## config.mk

```make
export PLATFORM = sky130hd
export DESIGN_NAME = status_reporting
export DESIGN_NICKNAME = d
export VERILOG_FILES = /design/src/verilog/status_pkg.sv /design/src/verilog/event_group.sv /design/src/verilog/status_reporting.sv
export VERILOG_INCLUDE_DIRS = /design/src /design/src/verilog
export SDC_FILE = /design/constraint.sdc
export NUM_CORES = 1
export LEC_CHECK = 0
export ABC_AREA = 1
export BUFFER_PORTS_ARGS = -buffer_cell sky130_fd_sc_hd__buf_2
export CAP_MARGIN = 20
export CELL_PAD_IN_SITES_DETAIL_PLACEMENT = 0
export CELL_PAD_IN_SITES_GLOBAL_PLACEMENT = 1
export CORE_MARGIN = 3
export CORE_UTILIZATION = 49
export CTS_BUF_LIST = sky130_fd_sc_hd__clkbuf_8
export CTS_CLUSTER_SIZE = 40
export DETAILED_ROUTE_END_ITERATION = 8
export PLACE_DENSITY = 0.88
export SLEW_MARGIN = 15
export SYNTH_ARGS = -nofsm -noshare
export SYNTH_HDL_FRONTEND = slang
export SYNTH_HIERARCHICAL = 1
export SYNTH_SLANG_ARGS = --single-unit
```

## constraint.sdc

```tcl
create_clock -name clk -period 3.45 [get_ports clk]
set_input_delay 0.345 -clock clk [delete_from_list [all_inputs] [get_ports clk]]
set_output_delay 0.345 -clock clk [all_outputs]
set_load 0.02 [all_outputs]
```

## src/verilog/status_params.svh

```systemverilog
`ifndef STATUS_PARAMS_SVH
`define STATUS_PARAMS_SVH

// register select codes on the command port
`define REG_OPERATION_SUMMARY_COND 4'h0
`define REG_OPERATION_SUMMARY_RISE 4'h1
`define REG_OPERATION_SUMMARY_FALL 4'h2
`define REG_OPERATION_SUMMARY_EVENT 4'h3
`define REG_OPERATION_SUMMARY_ENAB 4'h4
`define REG_ABNORMAL_SUMMARY_COND 4'h5
`define REG_ABNORMAL_SUMMARY_RISE 4'h6
`define REG_ABNORMAL_SUMMARY_FALL 4'h7
`define REG_ABNORMAL_SUMMARY_EVENT 4'h8
`define REG_ABNORMAL_SUMMARY_ENAB 4'h9
`define REG_STD_LATCH 4'ha
`define REG_STD_MASK 4'hb
`define REG_STATUS_BYTE 4'hc
`define REG_SRQ_MASK 4'hd
`define REG_POLL 4'he

// operation condition bit positions
`define OPERATION_SUMMARY_CAL_BIT 0
`define OPERATION_SUMMARY_WTG_BIT 5
`define OPERATION_SUMMARY_CV_BIT 8
`define OPERATION_SUMMARY_CV2_BIT 9
`define OPERATION_SUMMARY_CCP_BIT 10
`define OPERATION_SUMMARY_CCN_BIT 11
`define OPERATION_SUMMARY_CC2_BIT 12
`define OPERATION_SUMMARY_USED_MASK 16'h1f21

// questionable condition bit positions
`define ABNORMAL_SUMMARY_OV_BIT 0
`define ABNORMAL_SUMMARY_OCP_BIT 1
`define ABNORMAL_SUMMARY_FP_BIT 3
`define ABNORMAL_SUMMARY_OT_BIT 4
`define ABNORMAL_SUMMARY_OS_BIT 5
`define ABNORMAL_SUMMARY_SECOND_OUTPUT_UNREGULATED_BIT 8
`define ABNORMAL_SUMMARY_RI_BIT 9
`define ABNORMAL_SUMMARY_UNR_BIT 10
`define ABNORMAL_SUMMARY_OC2_BIT 12
`define ABNORMAL_SUMMARY_OVLD_BIT 14
`define ABNORMAL_SUMMARY_USED_MASK 16'h573b

// standard event bits
`define STD_OPC_BIT 0
`define STD_QYE_BIT 2
`define STD_DDE_BIT 3
`define STD_EXE_BIT 4
`define STD_CME_BIT 5
`define STD_PON_BIT 7
`define STD_USED_MASK 8'hbd

// status byte bits
`define SB_ABNORMAL_SUMMARY_BIT 3
`define SB_MAV_BIT 4
`define SB_ESB_BIT 5
`define SB_RQS_BIT 6
`define SB_OPERATION_SUMMARY_BIT 7

`define RESET_WORD16 16'h0000
`define RESET_BYTE 8'h00

`endif

```

## src/verilog/status_pkg.sv

```systemverilog
package status_pkg;

  typedef struct packed {
    logic low_range_overload;
    logic second_overcurrent_trip;
    logic main_output_unregulated;
    logic remote_inhibit_active;
    logic second_output_unregulated;
    logic open_sense_lead;
    logic overtemperature_trip;
    logic local_keypress;
    logic overcurrent_trip;
    logic overvoltage_trip;
  } abnormal_summary_cond_t;

  typedef struct packed {
    logic second_current_limit;
    logic negative_current_limit;
    logic positive_current_limit;
    logic second_voltage_regulating;
    logic main_voltage_regulating;
    logic awaiting_trigger;
    logic calibrating;
  } operation_summary_cond_t;

  typedef struct packed {
    logic command_error;
    logic execution_error;
    logic device_error;
    logic query_error;
    logic operation_complete;
  } std_events_t;

  typedef struct packed {
    logic wr;
    logic rd;
    logic [3:0] sel;
    logic [15:0] wdata;
  } cmd_t;

endpackage

```

## src/verilog/event_group.sv

```systemverilog
`timescale 1ns/100ps
`default_nettype none
`include "status_params.svh"

// condition -> transition filters -> latched event -> enabled summary
module event_group (
  input wire logic clk,
  input wire logic nrst,
  input wire logic [15:0] condition,
  input wire logic wr_rise,
  input wire logic wr_fall,
  input wire logic wr_enab,
  input wire logic [15:0] wdata,
  input wire logic rd_event,
  output logic [15:0] rise_mask,
  output logic [15:0] fall_mask,
  output logic [15:0] event_bits,
  output logic [15:0] enable_mask,
  output logic summary
);
  logic [15:0] cond_prev;
  wire [15:0] rose = condition & ~cond_prev & rise_mask;
  wire [15:0] fell = ~condition & cond_prev & fall_mask;
  wire [15:0] hits = rose | fell;
  wire [15:0] kept = rd_event ? 16'h0000 : event_bits;
  wire [15:0] next_event = kept | hits;

  assign summary = |(event_bits & enable_mask);

  always_ff @(posedge clk) begin
    if (!nrst) begin
      cond_prev <= `RESET_WORD16;
      rise_mask <= `RESET_WORD16;
      fall_mask <= `RESET_WORD16;
      enable_mask <= `RESET_WORD16;
      event_bits <= `RESET_WORD16;
    end else begin
      cond_prev <= condition;
      event_bits <= next_event;
      if (wr_rise) rise_mask <= wdata;
      if (wr_fall) fall_mask <= wdata;
      if (wr_enab) enable_mask <= wdata;
    end
  end
endmodule // event_group

`default_nettype wire

```

## src/verilog/status_reporting.sv

```systemverilog
`timescale 1ns/100ps
`default_nettype none
`include "status_params.svh"

module status_reporting (
  input wire logic clk,
  input wire logic nrst,
  input wire logic power_on,
  input wire logic power_on_clear_flag,
  input wire status_pkg::operation_summary_cond_t operation_summary_in,
  input wire status_pkg::abnormal_summary_cond_t abnormal_summary_in,
  input wire status_pkg::std_events_t std_in,
  input wire logic queue_not_empty,
  input wire status_pkg::cmd_t cmd,
  output logic [15:0] rdata,
  output logic service_request
);
  // two-stage synchronisers for circuit condition pins
  status_pkg::operation_summary_cond_t operation_summary_s1, operation_summary_s2;
  status_pkg::abnormal_summary_cond_t abnormal_summary_s1, abnormal_summary_s2;
  logic [15:0] operation_summary_cond;
  logic [15:0] abnormal_summary_cond;

  always_ff @(posedge clk) begin
    if (!nrst) begin
      operation_summary_s1 <= '0;
      operation_summary_s2 <= '0;
      abnormal_summary_s1 <= '0;
      abnormal_summary_s2 <= '0;
    end else begin
      operation_summary_s1 <= operation_summary_in;
      operation_summary_s2 <= operation_summary_s1;
      abnormal_summary_s1 <= abnormal_summary_in;
      abnormal_summary_s2 <= abnormal_summary_s1;
    end
  end

  // map live conditions to documented bit positions; others zero
  always_comb begin
    operation_summary_cond = 16'h0000;
    operation_summary_cond[`OPERATION_SUMMARY_CAL_BIT] = operation_summary_s2.calibrating;
    operation_summary_cond[`OPERATION_SUMMARY_WTG_BIT] = operation_summary_s2.awaiting_trigger;
    operation_summary_cond[`OPERATION_SUMMARY_CV_BIT] = operation_summary_s2.main_voltage_regulating;
    operation_summary_cond[`OPERATION_SUMMARY_CV2_BIT] = operation_summary_s2.second_voltage_regulating;
    operation_summary_cond[`OPERATION_SUMMARY_CCP_BIT] = operation_summary_s2.positive_current_limit;
    operation_summary_cond[`OPERATION_SUMMARY_CCN_BIT] = operation_summary_s2.negative_current_limit;
    operation_summary_cond[`OPERATION_SUMMARY_CC2_BIT] = operation_summary_s2.second_current_limit;
  end

  always_comb begin
    abnormal_summary_cond = 16'h0000;
    abnormal_summary_cond[`ABNORMAL_SUMMARY_OV_BIT] = abnormal_summary_s2.overvoltage_trip;
    abnormal_summary_cond[`ABNORMAL_SUMMARY_OCP_BIT] = abnormal_summary_s2.overcurrent_trip;
    abnormal_summary_cond[`ABNORMAL_SUMMARY_FP_BIT] = abnormal_summary_s2.local_keypress;
    abnormal_summary_cond[`ABNORMAL_SUMMARY_OT_BIT] = abnormal_summary_s2.overtemperature_trip;
    abnormal_summary_cond[`ABNORMAL_SUMMARY_OS_BIT] = abnormal_summary_s2.open_sense_lead;
    abnormal_summary_cond[`ABNORMAL_SUMMARY_SECOND_OUTPUT_UNREGULATED_BIT] = abnormal_summary_s2.second_output_unregulated;
    abnormal_summary_cond[`ABNORMAL_SUMMARY_RI_BIT] = abnormal_summary_s2.remote_inhibit_active;
    abnormal_summary_cond[`ABNORMAL_SUMMARY_UNR_BIT] = abnormal_summary_s2.main_output_unregulated;
    abnormal_summary_cond[`ABNORMAL_SUMMARY_OC2_BIT] = abnormal_summary_s2.second_overcurrent_trip;
    abnormal_summary_cond[`ABNORMAL_SUMMARY_OVLD_BIT] = abnormal_summary_s2.low_range_overload;
  end

  function automatic logic hit(input status_pkg::cmd_t c, input logic [3:0] s);
    hit = c.sel == s;
  endfunction

  wire wr_operation_summary_rise = cmd.wr && hit(cmd, `REG_OPERATION_SUMMARY_RISE);
  wire wr_operation_summary_fall = cmd.wr && hit(cmd, `REG_OPERATION_SUMMARY_FALL);
  wire wr_operation_summary_enab = cmd.wr && hit(cmd, `REG_OPERATION_SUMMARY_ENAB);
  wire rd_operation_summary_event = cmd.rd && hit(cmd, `REG_OPERATION_SUMMARY_EVENT);
  wire wr_abnormal_summary_rise = cmd.wr && hit(cmd, `REG_ABNORMAL_SUMMARY_RISE);
  wire wr_abnormal_summary_fall = cmd.wr && hit(cmd, `REG_ABNORMAL_SUMMARY_FALL);
  wire wr_abnormal_summary_enab = cmd.wr && hit(cmd, `REG_ABNORMAL_SUMMARY_ENAB);
  wire rd_abnormal_summary_event = cmd.rd && hit(cmd, `REG_ABNORMAL_SUMMARY_EVENT);
  wire rd_std_latch = cmd.rd && hit(cmd, `REG_STD_LATCH);
  wire wr_std_mask = cmd.wr && hit(cmd, `REG_STD_MASK);
  wire wr_srq_mask = cmd.wr && hit(cmd, `REG_SRQ_MASK);
  wire rd_poll = cmd.rd && hit(cmd, `REG_POLL);

  logic [15:0] operation_summary_rise, operation_summary_fall, operation_summary_event, operation_summary_enab;
  logic [15:0] abnormal_summary_rise, abnormal_summary_fall, abnormal_summary_event, abnormal_summary_enab;
  logic operation_summary_summary, abnormal_summary;

  event_group operation_summary_group (
    .clk(clk),
    .nrst(nrst),
    .condition(operation_summary_cond & `OPERATION_SUMMARY_USED_MASK),
    .wr_rise(wr_operation_summary_rise),
    .wr_fall(wr_operation_summary_fall),
    .wr_enab(wr_operation_summary_enab),
    .wdata(cmd.wdata & `OPERATION_SUMMARY_USED_MASK),
    .rd_event(rd_operation_summary_event),
    .rise_mask(operation_summary_rise),
    .fall_mask(operation_summary_fall),
    .event_bits(operation_summary_event),
    .enable_mask(operation_summary_enab),
    .summary(operation_summary_summary)
  );

  event_group abnormal_summary_group (
    .clk(clk),
    .nrst(nrst),
    .condition(abnormal_summary_cond & `ABNORMAL_SUMMARY_USED_MASK),
    .wr_rise(wr_abnormal_summary_rise),
    .wr_fall(wr_abnormal_summary_fall),
    .wr_enab(wr_abnormal_summary_enab),
    .wdata(cmd.wdata & `ABNORMAL_SUMMARY_USED_MASK),
    .rd_event(rd_abnormal_summary_event),
    .rise_mask(abnormal_summary_rise),
    .fall_mask(abnormal_summary_fall),
    .event_bits(abnormal_summary_event),
    .enable_mask(abnormal_summary_enab),
    .summary(abnormal_summary)
  );

  // standard event group
  logic [7:0] std_latch;
  logic [7:0] std_mask;
  logic [7:0] srq_mask;
  logic rqs;
  logic pon_seen;
  logic [7:0] std_hits;

  always_comb begin
    std_hits = 8'h00;
    std_hits[`STD_OPC_BIT] = std_in.operation_complete;
    std_hits[`STD_QYE_BIT] = std_in.query_error;
    std_hits[`STD_DDE_BIT] = std_in.device_error;
    std_hits[`STD_EXE_BIT] = std_in.execution_error;
    std_hits[`STD_CME_BIT] = std_in.command_error;
    std_hits[`STD_PON_BIT] = power_on;
  end

  wire [7:0] std_kept = rd_std_latch ? 8'h00 : std_latch;
  wire [7:0] next_std_latch = (std_kept | std_hits) & `STD_USED_MASK;
  wire event_summary = |(std_latch & std_mask);

  // status byte without bit 6, which is filled per read kind
  wire [7:0] sb_base = {operation_summary_summary, 1'b0, event_summary, queue_not_empty,
                        abnormal_summary, 3'b000};
  wire master_summary = |(sb_base & srq_mask);
  wire next_rqs = master_summary | (rqs & ~rd_poll);

  always_ff @(posedge clk) begin
    if (!nrst) begin
      std_latch <= `RESET_BYTE;
      srq_mask <= `RESET_BYTE;
      rqs <= 1'b0;
    end else begin
      std_latch <= next_std_latch;
      rqs <= next_rqs;
      if (wr_srq_mask) srq_mask <= cmd.wdata[7:0];
    end
  end

  // mask survives reset unless power-on clear flag asks otherwise
  always_ff @(posedge clk) begin
    if (wr_std_mask) std_mask <= cmd.wdata[7:0];
    else if (power_on && power_on_clear_flag) std_mask <= `RESET_BYTE;
  end

  assign service_request = rqs;

  // read data mux; condition reads live and ignore writes
  logic [15:0] next_rdata;
  always_comb begin
    case (cmd.sel)
      `REG_OPERATION_SUMMARY_COND: next_rdata = operation_summary_cond;
      `REG_OPERATION_SUMMARY_RISE: next_rdata = operation_summary_rise;
      `REG_OPERATION_SUMMARY_FALL: next_rdata = operation_summary_fall;
      `REG_OPERATION_SUMMARY_EVENT: next_rdata = operation_summary_event;
      `REG_OPERATION_SUMMARY_ENAB: next_rdata = operation_summary_enab;
      `REG_ABNORMAL_SUMMARY_COND: next_rdata = abnormal_summary_cond;
      `REG_ABNORMAL_SUMMARY_RISE: next_rdata = abnormal_summary_rise;
      `REG_ABNORMAL_SUMMARY_FALL: next_rdata = abnormal_summary_fall;
      `REG_ABNORMAL_SUMMARY_EVENT: next_rdata = abnormal_summary_event;
      `REG_ABNORMAL_SUMMARY_ENAB: next_rdata = abnormal_summary_enab;
      `REG_STD_LATCH: next_rdata = {8'h00, std_latch};
      `REG_STD_MASK: next_rdata = {8'h00, std_mask};
      `REG_STATUS_BYTE: next_rdata = {8'h00, sb_base | {1'b0, master_summary, 6'h00}};
      `REG_SRQ_MASK: next_rdata = {8'h00, srq_mask};
      `REG_POLL: next_rdata = {8'h00, sb_base | {1'b0, rqs, 6'h00}};
      default: next_rdata = 16'h0000;
    endcase
  end

  always_ff @(posedge clk) begin
    if (!nrst) rdata <= 16'h0000;
    else if (cmd.rd) rdata <= next_rdata;
  end
endmodule // status_reporting

`default_nettype wire

```

==> impl_summary.md, run 1 <==
STA
The maximum clock skew at final layout is 0.0241 ns. The final setup violation count is 0. The number of failing hold endpoints at the final stage came to 0.

The post-route worst setup slack is 1.83 ns. Derived from the worst setup path, the maximum achievable clock frequency is 616 MHz. The transition time at the pin with the least slew margin is 0.761 ns.

The setup TNS after final layout is 0 ns. The max-slew violation total from the final report is 0. The final period utilization is 0.470. The worst path in the final design needs a cycle of 1.62 ns, including I/O delays and setup.

The relative slew slack is 0.492. Setup repair after global routing left no endpoint under its margin.

Cells and area
The layout-stage area growth over the synthesis result is 16.2%. The number of filler instances in the final layout is 1994. The number of cells in the finished layout apart from fillers is 1948.

The final-stage net count is 1705. For this run, the share of the core covered by cells in the final layout is 0.592. In the final layout, the share of cells above drive strength 1 is 0.0957. The library cell used most frequently in the layout, excluding fill and tap cells, is sky130_fd_sc_hd__nand2_1.

0 antenna diodes ended up in the layout. The top cell types in the final layout, fill and taps aside, are sky130_fd_sc_hd__nand2_1, sky130_fd_sc_hd__nor2_1, sky130_fd_sc_hd__dfxtp_1, sky130_fd_sc_hd__inv_1, sky130_fd_sc_hd__nand3_1. The post-layout instance area is 11700 µm².

Place
The setup slack after placement is 1.31 ns. The total placed cells including tap cells is 1861. During placement, the flow inserted port buffers numbering 63.

The congestion estimate from routability-driven global placement came to 0.944. Once placement finished, the instance area stood at 10800 µm². The wire-length estimate of the detail-placed layout is 19800 µm.

CTS
The number of buffers added by the clock tree synthesis step is 41. The CTS tree is done. The later-pin clock latency in the skew report is 0.54 ns. The tree built by TritonCTS fans out to 233 sinks. No sink is reached through more buffers than the 3 on the longest clock path. CTS built an H-tree with a depth of 2.

CTS placed an instance of sky130_fd_sc_hd__clkbuf_8 at the clock tree root. After clock tree synthesis, the clock-pin slew on the worst setup and hold paths is 0.06 ns. The count of instances resized after the clock tree is built is 0.

Drt
In the final routed layout, each cell accounts on average for 15.0 µm. The detailed-route via count is 9402. The number of DRC violations after detailed routing is 0. Using the TritonRoute via totals, the vias-per-cell ratio works out to 4.83. After the first detailed-routing iteration, the DRC count stood at 673.

In this run the remaining antenna-violating nets after routing total 0. The first detailed-routing pass ran for 5 iterations. After detailed routing, the total wire length is 29300 µm.

Power
The clock power share is 0.428. The share of total power dissipated in combinational logic is 0.061. The sequential cell fraction of total power is 0.511. The internal power of the cells totals 4.17 mW. Of the total power, the share spent switching nets is 0.249.

The worst-case IR drop observed on VDD is 0.298 mV. In this run the static leakage power is 6.25 nW. The areal power density over the cells is 473 nW/µm².

Summed over all nets, the switching power comes to 1.39 mW.

Run
Max-cap violations in this run came to 0.

Setup path
The worst setup path is captured at a flip-flop. For flop-to-flop paths, the worst setup slack is 1.84 ns. The signal on the critical path passes through buf_2 -> nor2_1 -> buf_4 -> nand2_1 -> nor2_1 -> buf_4 -> inv_2 -> nor2_1 -> nor2_1. The critical path data required time is 3.86 ns.

The worst setup path is launched from an input port. The cell with the most instances on the worst path is sky130_fd_sc_hd__nor2_1. The worst register-to-register path begins at operation_summary_group/event_bits[14]$_SDFF_PN0_. The setup path with the least slack is of type input port to flip-flop. The destination of the worst register-to-register timing path is rdata[6]$_SDFFE_PN0P_.

The count of cells along the worst register-to-register path is 14. In this run the worst path has a maximum fanout of 16. For this design, the slowest cell found on the critical path is sky130_fd_sc_hd__nor2_1. STA puts the critical path data arrival time at 2.03 ns. On the worst path, the slowest cell contributes a delay of 0.37 ns.

Floorplan
The number of rows created at floorplan is 51. The overall die height is 150 µm. The I/O pin total is 66. The die is 150 µm wide. The core region is 19800 µm².

The die covers 22400 µm². The initial core utilization is 0.509.

Logic synthesis
The biggest area consumer among synthesized cells is sky130_fd_sc_hd__dfxtp_1. After synthesis the cells add up to 10100 µm². The number of instances in the synthesized netlist is 1494.

By area the synthesized netlist is led by sky130_fd_sc_hd__dfxtp_1, sky130_fd_sc_hd__nand2_1, sky130_fd_sc_hd__nor2_1. Of the post-synthesis cell area, the dominant cell type holds 0.445. The synthesized design contains 8 enable-type register cells.

The async set or reset register ratio after synthesis is 0. The flip-flop and latch count after synthesis is 233. Counting distinct cell types in the post-synthesis netlist gives 25. The share of synthesized area occupied by flip-flops and latches is 0.469. The post-synthesis area per instance is 6.77 µm².

The Yosys step of the flow raised 6 warnings. The most common flop cell mapped by yosys is sky130_fd_sc_hd__dfxtp_1.

Outcome
The flow ran to the end, and the final reports show no timing, DRC or antenna violations.

Global routing
The initial antenna violation count is 0. The number of global-route vias before repair was 8742. The total grt overflow is 0.

The global router's overall resource usage is 0.266. The first-pass GRT wire length is 46500 µm. Entering global routing, the biggest net connects 89 pins.

Min path
The worst hold path passes through 3 cells. The path class of the tightest hold or removal check is input port to flip-flop. The end point of the most critical hold path is std_latch[0]$_SDFF_PN0_. The worst hold path begins at std_in[0].
## kinds of logic (layout without fill, tap and decap cells)
kind of cell	Yosys count	in the layout	synth area share
buffers and inverters	228	339	0.0992
AO/OA/AOI/OAI	153	153	0.0775
AND/OR/NAND/NOR	879	879	0.354
flip-flops	233	233	0.469
other	1	79	0.000371
## area by class of cell
class / instances / area [µm²] / share of cell area
sequential: 233 / 4740 / 0.404
multi-input combinational: 1111 / 4660 / 0.397
clock buffer: 49 / 674 / 0.0574
inverter: 176 / 661 / 0.0562
timing repair buffer: 93 / 589 / 0.0502
tap: 265 / 332 / 0.0282
clock inverter: 21 / 86.3 / 0.00735
## per-layer routing
metal	GRT usage	part of all wire
met5	0	0
met4	0.108	0.035
met3	0.0412	0.060
met2	0.423	0.45
met1	0.364	0.45
## registers in the layout, indices dropped and copies added (netlist names)
register and cells:
operation_summary_group/fall_mask 16, service_request 1, abnormal_summary_group/cond_prev 16, operation_summary_s1 7
abnormal_summary_group/enable_mask 16, operation_summary_group/event_bits 16, operation_summary_group/rise_mask 16, operation_summary_cond 7
abnormal_summary_group/fall_mask 16, operation_summary_group/enable_mask 16, srq_mask 8, abnormal_summary_cond 10
abnormal_summary_group/event_bits 16, std_latch 6, operation_summary_group/cond_prev 16, abnormal_summary_s1 10
abnormal_summary_group/rise_mask 16, std_mask 8, rdata 16
## critical path, delay by kind of cell
family | cells | cell delay, ns
simple gates | 5 | 0.82
buf+inv | 4 | 0.83
## per-stage QoR
step	power, mW	hold WS, ns
after floorplan	3.09	0.390
after global placement	3.21	0.392
after detailed placement	3.21	0.396
after CTS	5.59	0.000244
after global routing	5.78	0.00692
final	5.55	0.0214
## power groups by stage
stage / Combinational (mW) / Clock [mW] / Sequential, mW
2_1_floorplan: 0.210 / 0 / 2.88
3_3_place_gp: 0.316 / 0 / 2.89
3_5_place_dp: 0.319 / 0 / 2.89
4_1_cts: 0.336 / 2.42 / 2.83
5_1_grt: 0.385 / 2.56 / 2.84
6_report: 0.340 / 2.38 / 2.83
## worst max-delay path by stage
| stage | from | to | slack (ns) | cells after the start |
|---|---|---|---|---|
| 6_report | cmd[19] | operation_summary_group/rise_mask[3]$_SDFFE_PN0P_ | 1.83 | 9 |
| 5_1_grt | operation_summary_group/event_bits[11]$_SDFF_PN0_ | rdata[6]$_SDFFE_PN0P_ | 1.59 | 14 |
| 4_1_cts | operation_summary_group/event_bits[14]$_SDFF_PN0_ | rdata[6]$_SDFFE_PN0P_ | 1.82 | 14 |
| 3_5_place_dp | cmd[17] | rdata[8]$_SDFFE_PN0P_ | 1.31 | 10 |
| 3_3_place_gp | cmd[17] | rdata[8]$_SDFFE_PN0P_ | 1.31 | 10 |
| 2_1_floorplan | cmd[21] | operation_summary_group/enable_mask[10]$_SDFFE_PN0P_ | 1.74 | 7 |
## cells in the mapped netlist (10+ instances only)
| library cell | n |
|---|---|
| sky130_fd_sc_hd__inv_1 | 164 |
| sky130_fd_sc_hd__buf_6 | 10 |
| sky130_fd_sc_hd__a21oi_1 | 43 |
| sky130_fd_sc_hd__dfxtp_1 | 225 |
| sky130_fd_sc_hd__buf_4 | 12 |
| sky130_fd_sc_hd__nand4_1 | 10 |
| sky130_fd_sc_hd__nand3_1 | 111 |
| sky130_fd_sc_hd__o21ai_0 | 93 |
| sky130_fd_sc_hd__o21ai_1 | 12 |
| sky130_fd_sc_hd__inv_2 | 10 |
| sky130_fd_sc_hd__nand2_1 | 456 |
| sky130_fd_sc_hd__buf_2 | 20 |
| sky130_fd_sc_hd__nor2_1 | 278 |
## repair_timing
item | CTS | global route
endpoints found under the hold margin | 17 | 0
hold buffers | 17 | 0
setup buffers | 0 | 0
Power figures use the tool's default switching activity.
==> run 2: changes to the inputs <==
CORE_UTILIZATION = 46   (was 49)
PLACE_DENSITY = 0.83   (was 0.88)
clock period = 1.6 ns   (was 3.45 ns; I/O delays follow)
==> run 2 against run 1 <==
Net effect: sequential power rose by 120%; total power is 120% higher; critical path type is now flip-flop to flip-flop; die area up 6.3%; largest cell class unchanged; core utilization up 0.62 points; cell count increased by 5.8%; design area grew 8.4%; sequential share of layout area down 3.0 points; clock power increased by 110%; critical endpoint is now rdata[6]$_SDFFE_PN0P_; clock-buffer cell count shrank 1; register-to-register slack got worse by 1.8 ns; non-clock buffer count grew 105.
==> impl_summary.md, run 2 (synthesis results as in run 1) <==
Place
The total placed cells including tap cells came to 1952 (+4.9%). The placed cell area was 11500 µm² (+6.7%). The weighted congestion reported at the end of routability-driven placement came to 0.920 (-2.6%). The count of port buffers added during placement is 63 (unchanged). The setup slack after placement came to -0.0770 ns (-1.39 ns). The detailed placement HPWL is 22300 µm (+13%).

Setup path
The worst register-to-register path ends at rdata[6]$_SDFFE_PN0P_. The type of the worst setup path is flip-flop to flip-flop. The critical path data required time came to 2.01 ns (-1.85 ns). Traced cell by cell, the critical path runs through nand2_1 -> nand4_1 -> nor2_2 -> nand2_2 -> nand2_2 -> nand2_1 -> a21oi_2 -> nand2_1 -> nand2_1 -> nand2_1 -> nand2_1 -> a21oi_1. The endpoint arrival time on the critical path came to 1.94 ns (-0.09 ns). The maximum fanout encountered on the critical timing path came to 3 (-13). The endpoint of the worst setup timing path is rdata[6]$_SDFFE_PN0P_. The startpoint identified for the worst register-to-register timing path is abnormal_summary_group/event_bits[1]$_SDFF_PN0_. The count of cells along the worst register-to-register path came to 12 (-2). The critical path capture point type is a flip-flop. The cell with the most instances on the worst path is sky130_fd_sc_hd__nand2_1. For this design, the slowest cell found on the critical path is sky130_fd_sc_hd__dfxtp_1. The beginning of the critical path is abnormal_summary_group/event_bits[1]$_SDFF_PN0_. The register-to-register path setup slack was 0.07 ns (-1.77 ns). The stage delay of the slowest cell on the critical path was 0.34 ns (-0.03 ns).

STA classifies the critical path startpoint as a flip-flop.

Global routing
The first-pass GRT wire length is 49700 µm (+6.9%). The number of global-route vias before repair is 9475 (+8.4%). The initial antenna violation count is 0 (unchanged).

The global router's overall resource usage is 0.264 (-0.00237). The pin count of the biggest net entering global routing is 74 (-17%). The total grt overflow came to 0 (unchanged).

Floorplan
The area enclosed by the die boundary is 23800 µm² (+6.3%). The I/O pin total is 66 (unchanged). The overall die height is 154 µm (+3.1%). The die span in x was 154 µm (+3.1%). The standard cell core area came to 21300 µm² (+7.3%).

The initial core utilization is 0.475 (-0.0345). The number of rows created at floorplan came to 53 (+3.9%).

CTS
The sink count of the clock tree is 233 (unchanged). The number of buffers added by the clock tree synthesis step is 40 (-2.4%). The CTS H-tree depth is 2 (unchanged). TritonCTS built the clock tree. The later-pin clock latency in the skew report came to 0.54 ns (about the same). The clock input transition at the sequential cells of the worst setup and hold paths came to 0.06 ns (about the same). The tree is rooted in a sky130_fd_sc_hd__clkbuf_8. The clock tree buffer depth is 3 (unchanged).

Cells and area
The antenna diode count came to 0 (unchanged). The top cell types in the final layout, fill and taps aside, are sky130_fd_sc_hd__nand2_1, sky130_fd_sc_hd__nor2_1, sky130_fd_sc_hd__dfxtp_1, sky130_fd_sc_hd__inv_1, sky130_fd_sc_hd__nand3_1. The number of filler instances in the final layout was 2080 (+4.3%). The utilization after layout is 0.598 (+0.00623). The share of cells above drive strength 1 was 0.146 (+0.0505). The post-layout instance area was 12700 µm² (+8.4%). The most common library cell in the layout ignoring fill and taps is sky130_fd_sc_hd__nand2_1.

The final-stage net count is 1809 (+6.1%). The layout-stage area growth over the synthesis result is 25.9%. The number of cells in the finished layout apart from fillers came to 2061 (+5.8%).

STA
The setup TNS after final layout came to 0 ns (unchanged). The maximum clock skew at final layout is 0.0233 ns (-0.000711 ns). The relative slew slack was 0.602 (+0.110). The max-slew violation total from the final report is 0 (unchanged). The post-route worst setup slack came to 0.0694 ns (-1.76 ns). The number of failing hold endpoints at the final stage was 0 (unchanged).

The worst hold slack is 0.0665 ns (+0.0451 ns). Timing would allow up to 653 MHz. The final critical delay including setup and external delays is 1.53 ns.

The transition time at the pin with the least slew margin is 0.594 ns (-0.167 ns). The final setup violation count is 0 (unchanged). The final period utilization is 0.957.

Power
The total power of the final layout was 12.1 mW (+120%). The areal power density over the cells is 947 nW/µm² (+100%). The worst supply voltage drop on vdd is 0.774 mV (+160%).

The static power due to leakage came to 6.79 nW (+8.7%).

Drt
The violation count after the first detailed-routing iteration is 592 (-12%). The length of the first detailed-routing pass in iterations is 5 (unchanged). The number of DRC violations after detailed routing came to 0 (unchanged). The sum of routed wire length over all layers came to 31700 µm (+8.0%). The per-cell routed wire length is 15.4 µm (+2.1%). The ratio of routed vias to standard cells is 4.76 (-1.4%). The number of routed nets with antenna violations is 0 (unchanged).

The detailed-route via count is 9813 (+4.4%).

Outcome
The flow ran to the end, and the final reports show no timing, DRC or antenna violations.

Min path
The number of cells on the worst hold path is 3 (unchanged). The path class of the tightest hold or removal check is input port to flip-flop.

Run
The number of max-cap violations is 0 (unchanged).
[run 2: where the power goes]
part	total, mW	switching, mW	leakage [nW]	internal (mW)
clock	5.06	2.36	0.449	2.70
combinational	0.889	0.545	4.44	0.344
sequential	6.12	0.112	1.90	6.01
total	12.1	3.02	6.79	9.05
[run 2: worst min path at each step]
stage,start,endpoint,slack (ns)
6_report,cmd[0],operation_summary_group/enable_mask[0]$_SDFFE_PN0P_,0.07
5_1_grt,cmd[0],operation_summary_group/fall_mask[0]$_SDFFE_PN0P_,0.04
4_1_cts,cmd[0],operation_summary_group/fall_mask[0]$_SDFFE_PN0P_,0.006
3_5_place_dp,operation_summary_in[1],operation_summary_s1[1]$_SDFF_PN0_,0.34
3_3_place_gp,abnormal_summary_in[2],abnormal_summary_s1[2]$_SDFF_PN0_,0.34
2_1_floorplan,abnormal_summary_in[0],abnormal_summary_s1[0]$_SDFF_PN0_,0.26
[run 2: critical path: cells and delay by family, from the launching register on]
kind / cells / cell delay, ns
simple gates: 10 / 0.91
flops: 1 / 0.34
compound gates: 2 / 0.17
[run 2: layout make-up]
type	count	area (µm²)	area share
Inverter	176	661	0.0519
Tap cell	275	344	0.0270
Clock buffer	48	661	0.0519
Multi-Input combinational cell	1111	4700	0.369
Timing Repair Buffer	198	1540	0.121
Clock inverter	20	81.3	0.00639
Sequential cell	233	4760	0.373
[run 2: per-layer routing]
layer / wire [µm] / global-route usage
met1: 14300 / 0.349
met3: 1740 / 0.0403
met4: 950 / 0.0900
met2: 14700 / 0.443
met5: 0 / 0
[run 2: repair_timing]
action / 4_1_cts / 5_1_grt
setup buffers: 0 / 2
endpoints found under the hold margin: 74 / 0
pin swaps: 0 / 11
gates resized for setup: 1 / 20
setup endpoints to repair: 1 / 2
gates cloned: 0 / 0
hold buffers: 40 / 0
==> run 3: changes to the inputs <==
CELL_PAD_IN_SITES_DETAIL_PLACEMENT = 2   (was 0)
CELL_PAD_IN_SITES_GLOBAL_PLACEMENT = 2   (was 1)
CORE_UTILIZATION = 36   (was 46)
==> run 3 against run 2 <==
Net effect: the run now fails in clock tree synthesis (4_1_cts); area after synthesis did not move; synthesized cell count did not move.
==> impl_summary.md, run 3 <==
Floorplan
The I/O pin total is 66 (unchanged). The number of rows created at floorplan is 60 (+13%). The initial core utilization came to 0.371 (-0.104). The overall die height is 174 µm (+13%).

The die span in x is 174 µm (+13%).

Logic synthesis
The biggest area consumer among synthesized cells is sky130_fd_sc_hd__dfxtp_1. The post-synthesis area per instance is 6.77 µm² (unchanged). The netlist area before placement is 10100 µm² (unchanged). The area share of the largest cell type after synthesis came to 0.445 (unchanged).

Sorting the synthesized cells by area gives the leading types as sky130_fd_sc_hd__dfxtp_1, sky130_fd_sc_hd__nand2_1, sky130_fd_sc_hd__nor2_1. The flip-flop and latch count after synthesis is 233 (unchanged). The dominant cell by count in the synthesized netlist is sky130_fd_sc_hd__nand2_1. The warning count from the yosys run is 6 (unchanged). Counting instances in the post-synthesis netlist gives the leading cell types as sky130_fd_sc_hd__nand2_1, sky130_fd_sc_hd__nor2_1, sky130_fd_sc_hd__dfxtp_1. The number of instances in the synthesized netlist was 1494 (unchanged). In the synthesized netlist the dominant register cell turns out to be sky130_fd_sc_hd__dfxtp_1. The share of synthesized area occupied by flip-flops and latches is 0.469 (unchanged). The async set or reset register ratio after synthesis was 0 (unchanged). The number of different library cells in the post-synthesis netlist is 25 (unchanged).

The number of synthesized flops with an enable pin is 8 (unchanged).

Place
The total placed cells including tap cells is 2055 (+5.3%). The placed cell area is 11800 µm² (+1.9%). The detailed placement HPWL is 31000 µm (+39%). The weighted congestion reported at the end of routability-driven placement came to 0.884 (-4.0%). The setup slack after placement is -0.152 ns (-0.0745 ns). The count of port buffers added during placement came to 63 (unchanged).

CTS
The clock tree buffer depth is 3 (unchanged). The CTS H-tree depth is 2 (unchanged). The count of instances resized after the clock tree is built was 69 (+68). The number of buffers added by the clock tree synthesis step is 43 (+7.5%). The CTS root buffer is sky130_fd_sc_hd__clkbuf_8. The buffers inserted during post-CTS setup optimization came to 9 (+9). The number of buffers inserted for hold repair after clock tree synthesis was 35 (-13%). The sink count of the clock tree came to 233 (unchanged).

Outcome
The stage where the flow stopped is clock tree synthesis (4_1_cts). The flow did not finish. The first error in the log reads "[ERROR DPL-0033] detailed placement checks failed during check placement".
## run 3: cell counts after synthesis
No cell type changed its count.
## run 3: kinds of logic after synthesis
group / Yosys count / share of synthesized area
buffers and inverters: 228 / 0.0992
AND/OR/NAND/NOR: 879 / 0.354
other: 1 / 0.000371
flip-flops: 233 / 0.469
AO/OA/AOI/OAI: 153 / 0.0775
## run 3: metrics by stage
| stage | hold WS [ns] | util |
|---|---|---|
| after detailed placement | 0.357 | 0.431 |
| after global placement | 0.340 | 0.431 |
| after floorplan | 0.258 | - |
==> run 4: changes to the inputs <==
CELL_PAD_IN_SITES_DETAIL_PLACEMENT = not set   (was 2)
CELL_PAD_IN_SITES_GLOBAL_PLACEMENT = not set   (was 2)
CORE_UTILIZATION = 40   (was 36)
CTS_BUF_LIST = not set   (was sky130_fd_sc_hd__clkbuf_8)
CTS_CLUSTER_SIZE = not set   (was 40)
PLACE_DENSITY = not set   (was 0.83)
PLACE_DENSITY_LB_ADDON = 0.15   (was not set)
==> run 4 against run 3 <==
Net effect: the run now ends clean.
==> impl_summary.md, run 4 (synthesis results as in run 1) <==
STA
The max-slew violation total from the final report is 0. The final critical delay including setup and external delays is 1.50 ns. Clock skew on the completed layout was measured at 0.0155 ns. Dividing the final minimum period by the clock period gives 0.937. The number of failing hold endpoints at the final stage is 0. The setup TNS after final layout is 0 ns.

For the pin with the worst max-slew slack, the measured transition is 0.495 ns. Setup repair after global routing left no endpoint under its margin. The worst pin sits at a relative slew slack of 0.669. Setup violations remaining at the end of the flow were counted as 0. Derived from the worst setup path, the maximum achievable clock frequency is 667 MHz.

Place
The detailed placement HPWL is 22100 µm (-29%). The count of port buffers added during placement is 63 (unchanged). The weighted congestion reported at the end of routability-driven placement was 0.931 (+5.4%).

Global routing
For this run, global-route usage on met1 was measured as 0.313. The pin count of the biggest net entering global routing is 66. For met2 alone, demand over resource in global routing was 0.381. The first-pass GRT wire length is 48900 µm. For this run, the total global-route usage over all layers was measured as 0.231.

The layer carrying the most global-route usage is met2. The number of global-route vias before repair is 9199. The global-route met3 utilization is 0.0303. The total grt overflow is 0. The initial antenna violation count was 1.

Floorplan
The initial core utilization is 0.411 (+0.0399). The number of rows created at floorplan is 57 (-5.0%). The die span in x came to 165 µm (-5.0%).

The area enclosed by the die boundary is 27200 µm². The overall die height is 165 µm (-5.0%). The I/O pin total is 66 (unchanged). In this run the standard cell core region covers 24600 µm².

Cells and area
Compared with the post-synthesis result, the final layout area differs by 28.0%. At the end of the flow the core is filled with cells to 0.526. Leaving out fill and tap cells, the most frequent cells in the layout are sky130_fd_sc_hd__nand2_1, sky130_fd_sc_hd__nor2_1, sky130_fd_sc_hd__dfxtp_1, sky130_fd_sc_hd__inv_1, sky130_fd_sc_hd__nand3_1. In the final layout, the share of cells above drive strength 1 is 0.146. The final-stage net count is 1786. The number of antenna diodes in the final layout is 0. The most common library cell in the layout ignoring fill and taps is sky130_fd_sc_hd__nand2_1.

CTS
After clock tree synthesis, the clock-pin slew on the worst setup and hold paths is 0.06 ns. The later-pin clock latency in the skew report is 0.54 ns. TritonCTS built the clock tree. The tree is rooted in a sky130_fd_sc_hd__clkbuf_16. The sink count of the clock tree was 233 (unchanged). The number of buffers added by the clock tree synthesis step is 27 (-37%). The clock tree buffer depth is 3 (unchanged). The CTS H-tree depth came to 1 (-1).

Setup path
Along the worst path, the maximum fanout reaches 3. The critical path capture point type is a flip-flop. At the worst endpoint, the arrival time is 1.90 ns. The worst setup path is of the flip-flop to flip-flop kind. The register-to-register path setup slack is 0.10 ns. The critical path launch point type is a flip-flop. The critical path data required time is 2.00 ns.

Drt
The violation count after the first detailed-routing iteration is 757. The length of the first detailed-routing pass in iterations is 8. The ratio of routed vias to standard cells is 4.67. The number of DRC violations after detailed routing is 0.

The per-cell routed wire length is 15.0 µm. The detailed-route via count is 9709. The sum of routed wire length over all layers is 31200 µm. The number of routed nets with antenna violations is 0.

Run
The number of max-cap violations is 0.

Power
The static power due to leakage is 6.77 nW. The worst supply voltage drop on vdd is 0.852 mV. For this design the ratio of total power to cell area is 1040 nW/µm².

Min path
The worst hold path belongs to the class input port to flip-flop.

Outcome
The run finished with clean final reports.
run 4: per-layer routing:
metal | vias up | routed length, µm
met5 | - | 13
met1 | 4352 | 14000
met3 | 60 | 1830
met2 | 289 | 14300
li1 | 5006 | -
met4 | 2 | 1010
run 4: final timing paths:
check | start | end | cells after the start
worst min register to register | operation_summary_s1[6]$_SDFF_PN0_ | operation_summary_cond[12]$_SDFF_PN0_ | 2
worst min-delay path | cmd[5] | operation_summary_group/rise_mask[5]$_SDFFE_PN0P_ | 3
worst max register to register | operation_summary_group/enable_mask[11]$_SDFFE_PN0P_ | rdata[6]$_SDFFE_PN0P_ | 14
worst max-delay path | operation_summary_group/enable_mask[11]$_SDFFE_PN0P_ | rdata[6]$_SDFFE_PN0P_ | 14
run 4: timing repair:
action,in CTS,in global routing
buffers inserted,0,0
resized for setup,0,31
hold endpoints to repair,84,0
hold buffers,41,0
setup endpoints to repair,0,4
run 4: critical path: stages (launching register included):
cell and delay (ns):
sky130_fd_sc_hd__dfxtp_1 0.33, sky130_fd_sc_hd__nand2_1 0.07, sky130_fd_sc_hd__nand2_1 0.08, sky130_fd_sc_hd__inv_1 0.06
sky130_fd_sc_hd__nand2_1 0.05, sky130_fd_sc_hd__nor2_2 0.11, sky130_fd_sc_hd__nand2_2 0.09, sky130_fd_sc_hd__nand2_2 0.08
sky130_fd_sc_hd__nand2_1 0.06, sky130_fd_sc_hd__a21oi_2 0.12, sky130_fd_sc_hd__nand2_1 0.07, sky130_fd_sc_hd__nand2_1 0.07
sky130_fd_sc_hd__nand2_2 0.06, sky130_fd_sc_hd__nand2_1 0.06, sky130_fd_sc_hd__a21oi_1 0.05
run 4: stage by stage:
step                hold WS [ns]  power (mW)  area [µm²]  cells  worst slack [ns]
floorplan                  0.258        6.67       10400   1572            0.0728
global placement           0.340        7.03       11500   1991          -0.00651
detailed placement         0.343        7.04       11500   1991           -0.0877
CTS                       0.0209        13.5       12900   2081            0.0212
global route              0.0495        13.9       12900   2081        0.00000533
finish                    0.0447        13.4       12900   2081             0.101
run 4: final cells by class:
class                      count  area, µm²
tap                          324        405
inverter                     176        661
multi-input combinational   1111       4710
sequential                   233       4760
timing repair buffer         188       1480
clock buffer                  37        793
clock inverter                12        144
fill                        2461      11700
run 4: where the power goes:
part / switching, mW / internal [mW]
Clock: 2.48 / 3.94
Combinational: 0.541 / 0.345
Sequential: 0.112 / 6.01
